$ cat src/inc/mic_pkg.sv
// Purpose: shared constants for the interrupt code reporting block
// Assumes: 32-bit APB, one 10 MHz clock
// Notes: register offsets are byte addresses of aligned words
package mic_pkg;
   // clock and load timing
   localparam int CLK_PERIOD_NS = 100;
   localparam int LOAD_TIME_NS = 400;
   localparam int LOAD_CYCLES =
      (LOAD_TIME_NS + CLK_PERIOD_NS - 1) / CLK_PERIOD_NS;
   // register byte offsets
   localparam logic [7:0] OFS_RX_CHAR = 8'h00;
   localparam logic [7:0] OFS_TXCOND = 8'h04;
   localparam logic [7:0] OFS_SEL = 8'h08;
   localparam logic [7:0] OFS_ACCESS = 8'h0c;
   localparam logic [7:0] OFS_LCLOAD = 8'h10;
   localparam logic [7:0] OFS_INT_STAT = 8'h14;
   localparam logic [7:0] OFS_INT_MASK = 8'h18;
   // field positions
   localparam int CODE_LSB = 12;
   localparam int LINE_LSB = 8;
   localparam int TXCODE_LSB = 8;
   localparam int LC_BUSY_BIT = 15;
   localparam int INT_RX_BIT = 0;
   localparam int INT_TX_BIT = 1;
   // reset values
   localparam logic [15:0] RX_CHAR_RESET = 16'h0000;
   localparam logic [15:0] TXCOND_RESET = 16'h0000;
   localparam logic [15:0] SEL_RESET = 16'h0000;
   localparam logic [1:0] INT_MASK_RESET = 2'h0;
   // receive codes, asynchronous lines
   localparam logic [3:0] RX_SPECIAL = 4'h0;
   localparam logic [3:0] RX_PARITY = 4'h1;
   localparam logic [3:0] RX_OVERRUN = 4'h2;
   localparam logic [3:0] RX_FRAMING = 4'h3;
   localparam logic [3:0] RX_BC_WARN = 4'h4;
   localparam logic [3:0] RX_BCC_DONE = 4'h5;
   localparam logic [3:0] RX_BC_ZERO = 4'h8;
   localparam logic [3:0] RX_STORE_NXM = 4'hc;
   localparam logic [3:0] RX_CTL_NXM = 4'hd;
   localparam logic [3:0] RX_STORE_PAR = 4'he;
   localparam logic [3:0] RX_CTL_PAR = 4'hf;
   // transmit condition kinds and codes
   localparam logic [2:0] TXK_PRI_NXM = 3'h0;
   localparam logic [2:0] TXK_PRI_BC0 = 3'h1;
   localparam logic [2:0] TXK_ALT_NXM = 3'h2;
   localparam logic [2:0] TXK_ALT_BC0 = 3'h3;
   localparam logic [2:0] TXK_CTL_NXM = 3'h4;
   localparam logic [2:0] TXK_CTL_PAR = 3'h5;
   localparam logic [3:0] TX_PRI_NXM = 4'h0;
   localparam logic [3:0] TX_PRI_BC0 = 4'h1;
   localparam logic [3:0] TX_ALT_NXM = 4'h2;
   localparam logic [3:0] TX_ALT_BC0 = 4'h3;
   localparam logic [3:0] TX_CTL_ERR = 4'h8;
   // line state secondary register index and its error bits
   localparam logic [3:0] LINE_STATE_IDX = 4'hf;
   localparam int LS_NXM_BIT = 0;
   localparam int LS_PAR_BIT = 1;
   // load sequencer states
   typedef enum logic [1:0] {
      LD_IDLE = 2'b01,
      LD_BUSY = 2'b10
   } mic_load_e;
endpackage

$ cat src/hw/mic_report.sv
// Purpose: receive and transmit interrupt code reporting, secondary access
// Assumes: event inputs come from logic on clock_i; APB slave, zero wait
// Notes: secondary storage is 16 lines by 16 registers of 16 bits
`timescale 1ns/1ns
module mic_report
   import mic_pkg::*;
#(
   parameter int LINES = 16,
   parameter int SECS = 16
) (
   // clock and reset
   input wire logic clock_i,
   input wire logic reset_n_i,
   // apb slave
   input wire logic psel_i,
   input wire logic penable_i,
   input wire logic pwrite_i,
   input wire logic [7:0] paddr_i,
   input wire logic [31:0] pwdata_i,
   output logic [31:0] prdata_o,
   output logic pready_o,
   output logic pslverr_o,
   // receive event from the line logic
   input wire logic rx_evt_i,
   input wire logic rx_async_i,
   input wire logic [3:0] rx_line_i,
   input wire logic [7:0] rx_char_i,
   input wire logic [3:0] rx_sync_code_i,
   input wire logic rx_special_i,
   input wire logic rx_parity_err_i,
   input wire logic rx_overrun_i,
   input wire logic rx_framing_err_i,
   input wire logic rx_bc_warn_i,
   input wire logic rx_bcc_done_i,
   input wire logic rx_bc_zero_i,
   input wire logic rx_store_nxm_i,
   input wire logic rx_ctl_nxm_i,
   input wire logic rx_store_par_i,
   input wire logic rx_ctl_par_i,
   // transmit event from the line logic
   input wire logic tx_evt_i,
   input wire logic [3:0] tx_line_i,
   input wire logic [2:0] tx_kind_i,
   // line control load toward the line cards
   output logic lc_load_o,
   output logic [3:0] lc_line_o,
   output logic [14:0] lc_data_o,
   // rx character discard and interrupt
   output logic rx_discard_o,
   output logic irq_o
);
   localparam int CW = $clog2(LOAD_CYCLES + 1);

   logic [15:0] rx_interrupt_char_reg;
   logic [15:0] txcond_reg;
   logic [15:0] sel_reg;
   logic [14:0] lc_data_reg;
   logic [3:0] lc_line_reg;
   logic lc_load_reg;
   logic [CW-1:0] ld_cnt_reg;
   mic_load_e ld_state_reg;
   logic [1:0] int_stat_reg;
   logic [1:0] int_mask_reg;
   logic [31:0] prdata_reg;
   logic discard_reg;
   logic [15:0] sec_mem [LINES*SECS];
   logic [3:0] rx_code_next;
   logic [3:0] tx_code_next;
   logic [7:0] sec_idx;
   logic [7:0] ls_idx;
   logic [15:0] acc_word;
   logic setup_ph;
   logic wr_acc;
   logic addr_ok;
   logic tx_ctl_err;
   logic lc_busy;

   // apb phases: read data is captured in setup so the access phase needs no wait
   assign setup_ph = psel_i && !penable_i;
   assign wr_acc = psel_i && penable_i && pwrite_i;
   assign pready_o = 1'b1;
   assign addr_ok = paddr_i == OFS_RX_CHAR || paddr_i == OFS_TXCOND ||
      paddr_i == OFS_SEL || paddr_i == OFS_ACCESS ||
      paddr_i == OFS_LCLOAD || paddr_i == OFS_INT_STAT ||
      paddr_i == OFS_INT_MASK;
   assign pslverr_o = psel_i && penable_i && !addr_ok;
   assign prdata_o = prdata_reg;
   assign lc_busy = ld_state_reg == LD_BUSY;

   // secondary word chosen by line bits 0-3 and register bits 8-11
   assign sec_idx = {sel_reg[3:0], sel_reg[11:8]};
   assign ls_idx = {tx_line_i, LINE_STATE_IDX};
   assign acc_word = sec_mem[sec_idx];
   assign tx_ctl_err = tx_evt_i &&
      (tx_kind_i == TXK_CTL_NXM || tx_kind_i == TXK_CTL_PAR);

   // receive code: processing errors first, then overrun over framing over
   // parity so a multi-error character never shows the parity code
   always_comb begin
      if (!rx_async_i) begin
         rx_code_next = rx_sync_code_i;
      end else if (rx_ctl_par_i) begin
         rx_code_next = RX_CTL_PAR;
      end else if (rx_store_par_i) begin
         rx_code_next = RX_STORE_PAR;
      end else if (rx_ctl_nxm_i) begin
         rx_code_next = RX_CTL_NXM;
      end else if (rx_store_nxm_i) begin
         rx_code_next = RX_STORE_NXM;
      end else if (rx_bc_zero_i) begin
         rx_code_next = RX_BC_ZERO;
      end else if (rx_overrun_i) begin
         rx_code_next = RX_OVERRUN;
      end else if (rx_framing_err_i) begin
         rx_code_next = RX_FRAMING;
      end else if (rx_parity_err_i) begin
         rx_code_next = RX_PARITY;
      end else if (rx_bcc_done_i) begin
         rx_code_next = RX_BCC_DONE;
      end else if (rx_bc_warn_i) begin
         rx_code_next = RX_BC_WARN;
      end else if (rx_special_i) begin
         rx_code_next = RX_SPECIAL;
      end else begin
         // no flag at all still falls on a defined code, never a reserved one
         rx_code_next = RX_SPECIAL;
      end
   end

   // transmit condition code
   always_comb begin
      unique case (tx_kind_i)
         TXK_PRI_NXM: tx_code_next = TX_PRI_NXM;
         TXK_PRI_BC0: tx_code_next = TX_PRI_BC0;
         TXK_ALT_NXM: tx_code_next = TX_ALT_NXM;
         TXK_ALT_BC0: tx_code_next = TX_ALT_BC0;
         default: tx_code_next = TX_CTL_ERR;
      endcase
   end

   // receive interrupt character register: code, line, character
   always_ff @(posedge clock_i or negedge reset_n_i) begin
      if (!reset_n_i) begin
         rx_interrupt_char_reg <= RX_CHAR_RESET;
      end else if (rx_evt_i) begin
         rx_interrupt_char_reg <= {rx_code_next, rx_line_i, rx_char_i};
      end
   end

   // discard pulse when storage was already exhausted on an async line
   always_ff @(posedge clock_i or negedge reset_n_i) begin
      if (!reset_n_i) begin
         discard_reg <= 1'b0;
      end else begin
         discard_reg <= rx_evt_i && rx_async_i && rx_bc_zero_i;
      end
   end
   assign rx_discard_o = discard_reg;

   // transmit condition status: code in 8-11, line in 0-3
   always_ff @(posedge clock_i or negedge reset_n_i) begin
      if (!reset_n_i) begin
         txcond_reg <= TXCOND_RESET;
      end else if (tx_evt_i) begin
         txcond_reg <= {4'h0, tx_code_next, 4'h0, tx_line_i};
      end
   end

   // secondary select register; host waits for load done before changing
   always_ff @(posedge clock_i or negedge reset_n_i) begin
      if (!reset_n_i) begin
         sel_reg <= SEL_RESET;
      end else if (wr_acc && paddr_i == OFS_SEL) begin
         sel_reg <= pwdata_i[15:0];
      end
   end

   // secondary storage: host access plus hardware logging of tx control fetch
   // errors; a same-cycle collision keeps the host data and ors the error
   always_ff @(posedge clock_i) begin
      if (wr_acc && paddr_i == OFS_ACCESS) begin
         sec_mem[sec_idx] <= pwdata_i[15:0];
      end
      if (tx_ctl_err) begin
         if (wr_acc && paddr_i == OFS_ACCESS && sec_idx == ls_idx) begin
            sec_mem[ls_idx] <= pwdata_i[15:0] |
               {14'h0, tx_kind_i == TXK_CTL_PAR, tx_kind_i == TXK_CTL_NXM};
         end else begin
            sec_mem[ls_idx][LS_NXM_BIT] <= tx_kind_i == TXK_CTL_NXM;
            sec_mem[ls_idx][LS_PAR_BIT] <= tx_kind_i == TXK_CTL_PAR;
         end
      end
   end

   // line control load: busy for a fixed time, then one load pulse
   always_ff @(posedge clock_i or negedge reset_n_i) begin
      if (!reset_n_i) begin
         ld_state_reg <= LD_IDLE;
         ld_cnt_reg <= '0;
         lc_load_reg <= 1'b0;
         lc_line_reg <= 4'h0;
         lc_data_reg <= 15'h0000;
      end else begin
         lc_load_reg <= 1'b0;
         unique case (ld_state_reg)
            LD_IDLE: begin
               if (wr_acc && paddr_i == OFS_LCLOAD) begin
                  lc_data_reg <= pwdata_i[14:0];
                  lc_line_reg <= sel_reg[3:0];
                  ld_cnt_reg <= CW'(LOAD_CYCLES - 1);
                  ld_state_reg <= LD_BUSY;
               end
            end
            LD_BUSY: begin
               if (ld_cnt_reg == '0) begin
                  lc_load_reg <= 1'b1;
                  ld_state_reg <= LD_IDLE;
               end else begin
                  ld_cnt_reg <= ld_cnt_reg - 1'b1;
               end
            end
         endcase
      end
   end
   assign lc_load_o = lc_load_reg;
   assign lc_line_o = lc_line_reg;
   assign lc_data_o = lc_data_reg;

   // sticky interrupt status: a new event wins over a write-one clear
   always_ff @(posedge clock_i or negedge reset_n_i) begin
      if (!reset_n_i) begin
         int_stat_reg <= 2'h0;
      end else begin
         for (int i = 0; i < 2; i++) begin
            if ((i == INT_RX_BIT && rx_evt_i) ||
                (i == INT_TX_BIT && tx_evt_i)) begin
               int_stat_reg[i] <= 1'b1;
            end else if (wr_acc && paddr_i == OFS_INT_STAT &&
                         pwdata_i[i]) begin
               int_stat_reg[i] <= 1'b0;
            end
         end
      end
   end

   // interrupt mask
   always_ff @(posedge clock_i or negedge reset_n_i) begin
      if (!reset_n_i) begin
         int_mask_reg <= INT_MASK_RESET;
      end else if (wr_acc && paddr_i == OFS_INT_MASK) begin
         int_mask_reg <= pwdata_i[1:0];
      end
   end
   assign irq_o = |(int_stat_reg & int_mask_reg);

   // read data captured in the setup cycle; unmapped reads give zero
   always_ff @(posedge clock_i or negedge reset_n_i) begin
      if (!reset_n_i) begin
         prdata_reg <= 32'h0;
      end else if (setup_ph) begin
         unique case (paddr_i)
            OFS_RX_CHAR: prdata_reg <= {16'h0, rx_interrupt_char_reg};
            OFS_TXCOND: prdata_reg <= {16'h0, txcond_reg};
            OFS_SEL: prdata_reg <= {16'h0, sel_reg};
            OFS_ACCESS: prdata_reg <= {16'h0, acc_word};
            OFS_LCLOAD: prdata_reg <= {16'h0, lc_busy, lc_data_reg};
            OFS_INT_STAT: prdata_reg <= {30'h0, int_stat_reg};
            OFS_INT_MASK: prdata_reg <= {30'h0, int_mask_reg};
            default: prdata_reg <= 32'h0;
         endcase
      end
   end
endmodule // mic_report

$ cat config.mk
export PLATFORM = sky130hd
export DESIGN_NAME = mic_report
export DESIGN_NICKNAME = d
export VERILOG_FILES = /design/src/inc/mic_pkg.sv /design/src/hw/mic_report.sv
export SDC_FILE = /design/constraint.sdc
export NUM_CORES = 2
export LEC_CHECK = 0
export BUFFER_PORTS_ARGS = -buffer_cell sky130_fd_sc_hd__buf_2
export CAP_MARGIN = 0
export CORE_MARGIN = 5
export CORE_UTILIZATION = 46
export CTS_BUF_LIST = sky130_fd_sc_hd__clkbuf_8
export DETAILED_ROUTE_END_ITERATION = 8
export RECOVER_POWER = 100
export SYNTH_ARGS = -nofsm -noshare
export SYNTH_HDL_FRONTEND = slang
export SYNTH_SLANG_ARGS = --single-unit
$ cat constraint.sdc
create_clock -name clock_i -period 10.2 [get_ports clock_i]
set_input_delay 1.02 -clock clock_i [delete_from_list [all_inputs] [get_ports clock_i]]
set_output_delay 1.02 -clock clock_i [all_outputs]
set_load 0.01 [all_outputs]
Yosys cells after proc, flatten, opt, wreduce, memory -nomap -nowiden. Memories as Yosys holds them, arrays and structs flattened. Index checks and enable logic that the tools add are counted.

Word-level logic and storage cells: 104. Register bits: 102. Output and inout port bits: 56. Memories kept: 1. Memory bits (writable): 4096. ROM bits: 0. Bits in latches: 0. Bits of input ports: 82.

Memory list: sec_mem (words 256, width 16, read ports 1, clocked after Yosys merged registers in 0, write ports 2, RTL line mic_report.sv:66) `logic [15:0] sec_mem [LINES*SECS];`.

Equal/unequal tests: 17. Muxes and demuxes: 35. Reductions and logical operators: 33. Shift operators: 0. Bitwise operators: 4. Div/mod/pow operators: 0. Magnitude comparators: 0. $add $sub $neg: 1. $mul: 0.

Operators by type and width (count): 16-bit case mux with 7 select lines (1); 8-bit by 5-bit equality test with 1-bit output (second input constant) (3); 4-bit two-way mux (6); 3-bit two-way mux (7); 8-bit by 4-bit equality test with 1-bit output (second input constant) (2); 1-bit two-way mux (16); 16-bit by 2-bit OR with 16-bit output (1); 4-bit case mux with 4 select lines (1); 1-bit logical AND (15); 8-bit by 3-bit equality test with 1-bit output (second input constant) (1); 8-bit equality test (1); 8-bit zero test (1); 1-bit logical OR (7); 3-bit by 2-bit equality test with 1-bit output (second input constant) (2); 3-bit equality test (second input constant) (2); 3-bit zero test (2); 3-bit case mux with 2 select lines (1); 2-bit AND reduction (3); 2-bit two-way mux (2); 2-bit inequality test (second input constant) (2); 2-bit case mux with 2 select lines (1); 2-bit nonzero test (2); 3-bit by 1-bit equality test with 1-bit output (second input constant) (1); 3-bit by 1-bit subtractor with 3-bit output (second input constant) (1); 7 further kinds (9).

Depth between registers and ports, before layout.
Depth in word-level cells: 11. Depth in mapped cells: 13. Mapped depth without buffers: 6.

Least setup slack after synthesis. Ideal clock, no wire load.

Path type: input -> register. Start point: input port paddr_i[4]. End point: memory sec_mem[99][0] (enable). Stages on the path: 8. Path slack: 6.428 ns. Arrival time: 3.383 ns. Required time: 9.811 ns. Cells stage by stage: clkbuf_1 nor4_1 and4_1 clkbuf_1 clkbuf_1 nand3_1 clkbuf_1 nor2_1.

RTL lines: from (decl) (RTL line mic_report.sv:18) `input wire logic [7:0] paddr_i,`; to (decl) (RTL line mic_report.sv:66).

==> metrics list <==
- The count of nets left with antenna violations once routing finished came out at 0.
* TritonCTS clock tree: yes
- In this run, the number of DRC markers left after iteration 0 of detailed routing was just over 9000.
* Clock root cell: sky130_fd_sc_hd__clkbuf_8
* Part of the cycle the worst path needs: 76.8%
- The share of synthesized area in the top cell type comes to between 70% and 80%.
- GRT Resource Usage Total: 23.8%
* Required time at the worst-slack endpoint: roughly 11000 ps
- For this configuration, the core starts out at a cell density of 46.2%.
* Proportion of layout cells with a drive suffix above 1: between 20 and 25%
- Power share of the clock group: 39.8%
* Type of element launching the critical path: register
* Most frequent cell after synthesis: sky130_fd_sc_hd__edfxtp_1
- Switch Pwr: 7210 uW
- Synthesis produced a netlist whose cell count is 7513.
- Routability-driven placement finished with a final weighted congestion of between 0.8 and 0.9.
- Post-CTS repair changed the size of 0 cells.
- The total overflow left after global routing is 0.
- Input and output buffers added on the ports amount to 103.
- Setup slack on the worst reg-to-reg path comes out at between 2000 and 2500 ps.
- Dividing the detail-routed wire length by the instance count gives between 30 and 40 um.
* Dpl hpwl: ~260000 um
* Distinct cell type count of the synthesized netlist: 67
* Origin of the worst min-delay path: tx_kind_i[1]
* Final worst hold slack: 117 ps
* Via count of the first global-routing pass: 82200
- STA classifies the critical path endpoint as a register.
- Net switching is ~22% of the power.
- The worst setup path is of the register to register kind.
* Worst vdd ir: 119 uV
* Leading cell types by total area after synthesis: sky130_fd_sc_hd__edfxtp_1 (76%), sky130_fd_sc_hd__mux4_2 (12%), sky130_fd_sc_hd__mux2i_1 (2.3%)
* Number of register bits inferred by synthesis: ~4200
- The number of setup buffers added after CTS is 0.
- Per report_power, the sequential group accounts for between 50% and 60% of the total.
* Final period demand of the worst path: approximately 7800 ps
* Wire length of the first global-routing pass: about 600000 um
- Largest area contributor in the netlist: sky130_fd_sc_hd__edfxtp_1
- Largest net degree at the start of global routing: 188
- Part of the total power dissipated in combinational logic: between 2 and 2.5%
- Net count reported at finish: 8311
* Setup-failing EPs final: 0
- On the final layout, the worst clock skew is 63.4 ps.
- The floorplan step defined a die boundary enclosing 0.363 mm2.
- Counting instances in the post-synthesis netlist gives the leading cell types as sky130_fd_sc_hd__edfxtp_1 (4096), sky130_fd_sc_hd__mux4_2 (847), sky130_fd_sc_hd__mux2i_1 (373), sky130_fd_sc_hd__nor2_1 (316), sky130_fd_sc_hd__a22oi_1 (288).
- Pin placement for this block handled ~140 I/O pins.
* RSZ-0062 raised after global routing: no
- Register bank with the most flops: sec_mem
* Hold crit path type: input port to register
- Hold Crit Depth: 3
* Detail-routed via count per cell: between 6 and 7
- The longest clock path from root to sink contains 4 buffers.
- Clk slew on worst S/H paths: ~60 ps
- Cells fill 51.4% of the core in the end.
* Static Leak: roughly 0.054 uW
* Relative slew slack: -336%
- Final slew viol count: between 4000 and 5000
- In this run, synthesis inferred between 4000 and 5000 flip-flops with an integrated enable.
- In this run the standard cell core region covers between 0.3 and 0.4 mm2.
- After synthesis the cells add up to between 0.15 and 0.2 mm2.
- Number of buffers inserted during clock tree synthesis: 669
- Detailed Route WL: 440000 um
* Total negative slack for setup checks: 0 ps
- Counting every sink on the clock net gives around 4200.
- Worst Reg2Reg Path Length in Cells: 6
* Main synth FF type: sky130_fd_sc_hd__edfxtp_1
- The checks that failed: capacitance limit, slew limit.
* Max FFs per register: a little over 4000
* Startpoint of the worst register-to-register path: sel_reg[10]$_DFFE_PN0P_
* Mapped Avg Cell Area: 21.5 um2
- Iteration count of the initial detailed-routing pass: 6
- For this run, design rule violations remaining after detail routing come to 0.
- Power spread over the standard cell area amounts to 183 mW/mm2.
* Proportion of register bits with asynchronous set or reset after synthesis: slightly above 2%
* Vias after detailed routing: roughly 80000
* Final hold vios: 0
- Post-CTS Hold Buffers: 15
- Fmax: around 130 MHz
* Launching instance or port of the critical path: sel_reg[10]$_DFFE_PN0P_
- Status: complete, but fails checks
* Number of antenna violations at the first check in global routing: 32
* Clock Latency Late Sink: around 1200 ps
* Die width: 602 um
* CP Max Fanout: 38
- At the pin with the least slew margin, the transition time is 6530 ps.
- The H-tree was split into 6 levels.
- The Yosys step of the flow raised 0 warnings.
* Area Overhead vs Synth: 11.2%
- Worst EP arrival: 8600 ps
- Internal portion of total power: roughly 26000 uW
- In this run the core area contains around 220 standard-cell rows.
* Die Ht: 602 um
* Proportion of synthesized chip area in sequential cells: slightly below 80%
- Max_cap viols: ~130
-- per-layer routing --
metal	routed length, um	GRT usage, %
met1	170000	31.5
met2	211000	37.8
met3	35400	5.45
met4	23500	11.0
met5	87	0
-- power groups by stage --
stage          Combinational, uW  Clock, uW  Sequential [uW]
5_1_grt                      806      14100            19000
6_report                     765      13000            19000
4_1_cts                      779      13300            18900
2_1_floorplan                288          0            19300
3_5_place_dp                 773          0            19300
3_3_place_gp                 744          0            19300
-- critical path: stages, from the launching register on --
cell and delay [ps]:
sky130_fd_sc_hd__dfrtp_2 330, sky130_fd_sc_hd__clkbuf_1 1600, sky130_fd_sc_hd__nor2b_1 1880, sky130_fd_sc_hd__buf_4 740, sky130_fd_sc_hd__nand4_1 180, sky130_fd_sc_hd__clkbuf_1 740, sky130_fd_sc_hd__nor2_1 1840
-- logic make-up after synthesis --
| logic type | after synthesis | synth area share (%) |
|---|---|---|
| flip-flops | 4181 | 77.5 |
| multiplexers | 1326 | 15.0 |
| AO/OA/AOI/OAI | 792 | 3.70 |
| AND/OR/NAND/NOR | 720 | 2.18 |
| buffers and inverters | 486 | 1.51 |
| XOR/XNOR | 4 | 0.0217 |
| adder cells (fa/ha/maj) | 2 | 0.0155 |
| other | 2 | 0.00465 |
-- stage by stage --
stage	std cells	area, um2	worst slack (ps)	power [uW]
after floorplan	7528	161000	6430	19500
after global placement	12100	169000	4800	20000
after detailed placement	12100	169000	4810	20000
after CTS	13300	181000	4770	33000
after global routing	13300	179000	2180	33900
final	13400	179000	2370	32800
-- final timing paths --
check,end
max,sec_mem[183][13]$_DFFE_PP_
max reg2reg,sec_mem[183][13]$_DFFE_PP_
max in group asynchronous,sel_reg[11]$_DFFE_PN0P_
min reg2reg,ld_cnt_reg[0]$_DFFE_PN0P_
min,txcond_reg[9]$_DFFE_PN0P_
min in group asynchronous,rx_interrupt_char_reg[3]$_DFFE_PN0P_
-- layout make-up --
cell class,count,area (um2)
repair buffers,501,2630
flip-flops and latches,4181,125000
well taps,4599,5750
multi-input cells,2861,33900
fillers,27700,170000
inverters,13,48.8
diodes,14,35.0
clock inverters,507,2610
clock buffers,677,9320
-- layout by cell type, fill, tap and decap left out, types with 96 or more instances in the layout --
| master | instances |
|---|---|
| sky130_fd_sc_hd__nand3_1 | 110 |
| sky130_fd_sc_hd__buf_4 | 108 |
| sky130_fd_sc_hd__nor2_1 | 308 |
| sky130_fd_sc_hd__clkbuf_8 | 677 |
| sky130_fd_sc_hd__o211ai_1 | 96 |
| sky130_fd_sc_hd__inv_1 | 247 |
| sky130_fd_sc_hd__edfxtp_1 | 4096 |
| sky130_fd_sc_hd__mux4_2 | 847 |
| sky130_fd_sc_hd__mux2i_1 | 373 |
| sky130_fd_sc_hd__clkbuf_1 | 320 |
| sky130_fd_sc_hd__clkinv_1 | 160 |
| sky130_fd_sc_hd__a22oi_1 | 288 |
Power figures use the tool's default switching activity.
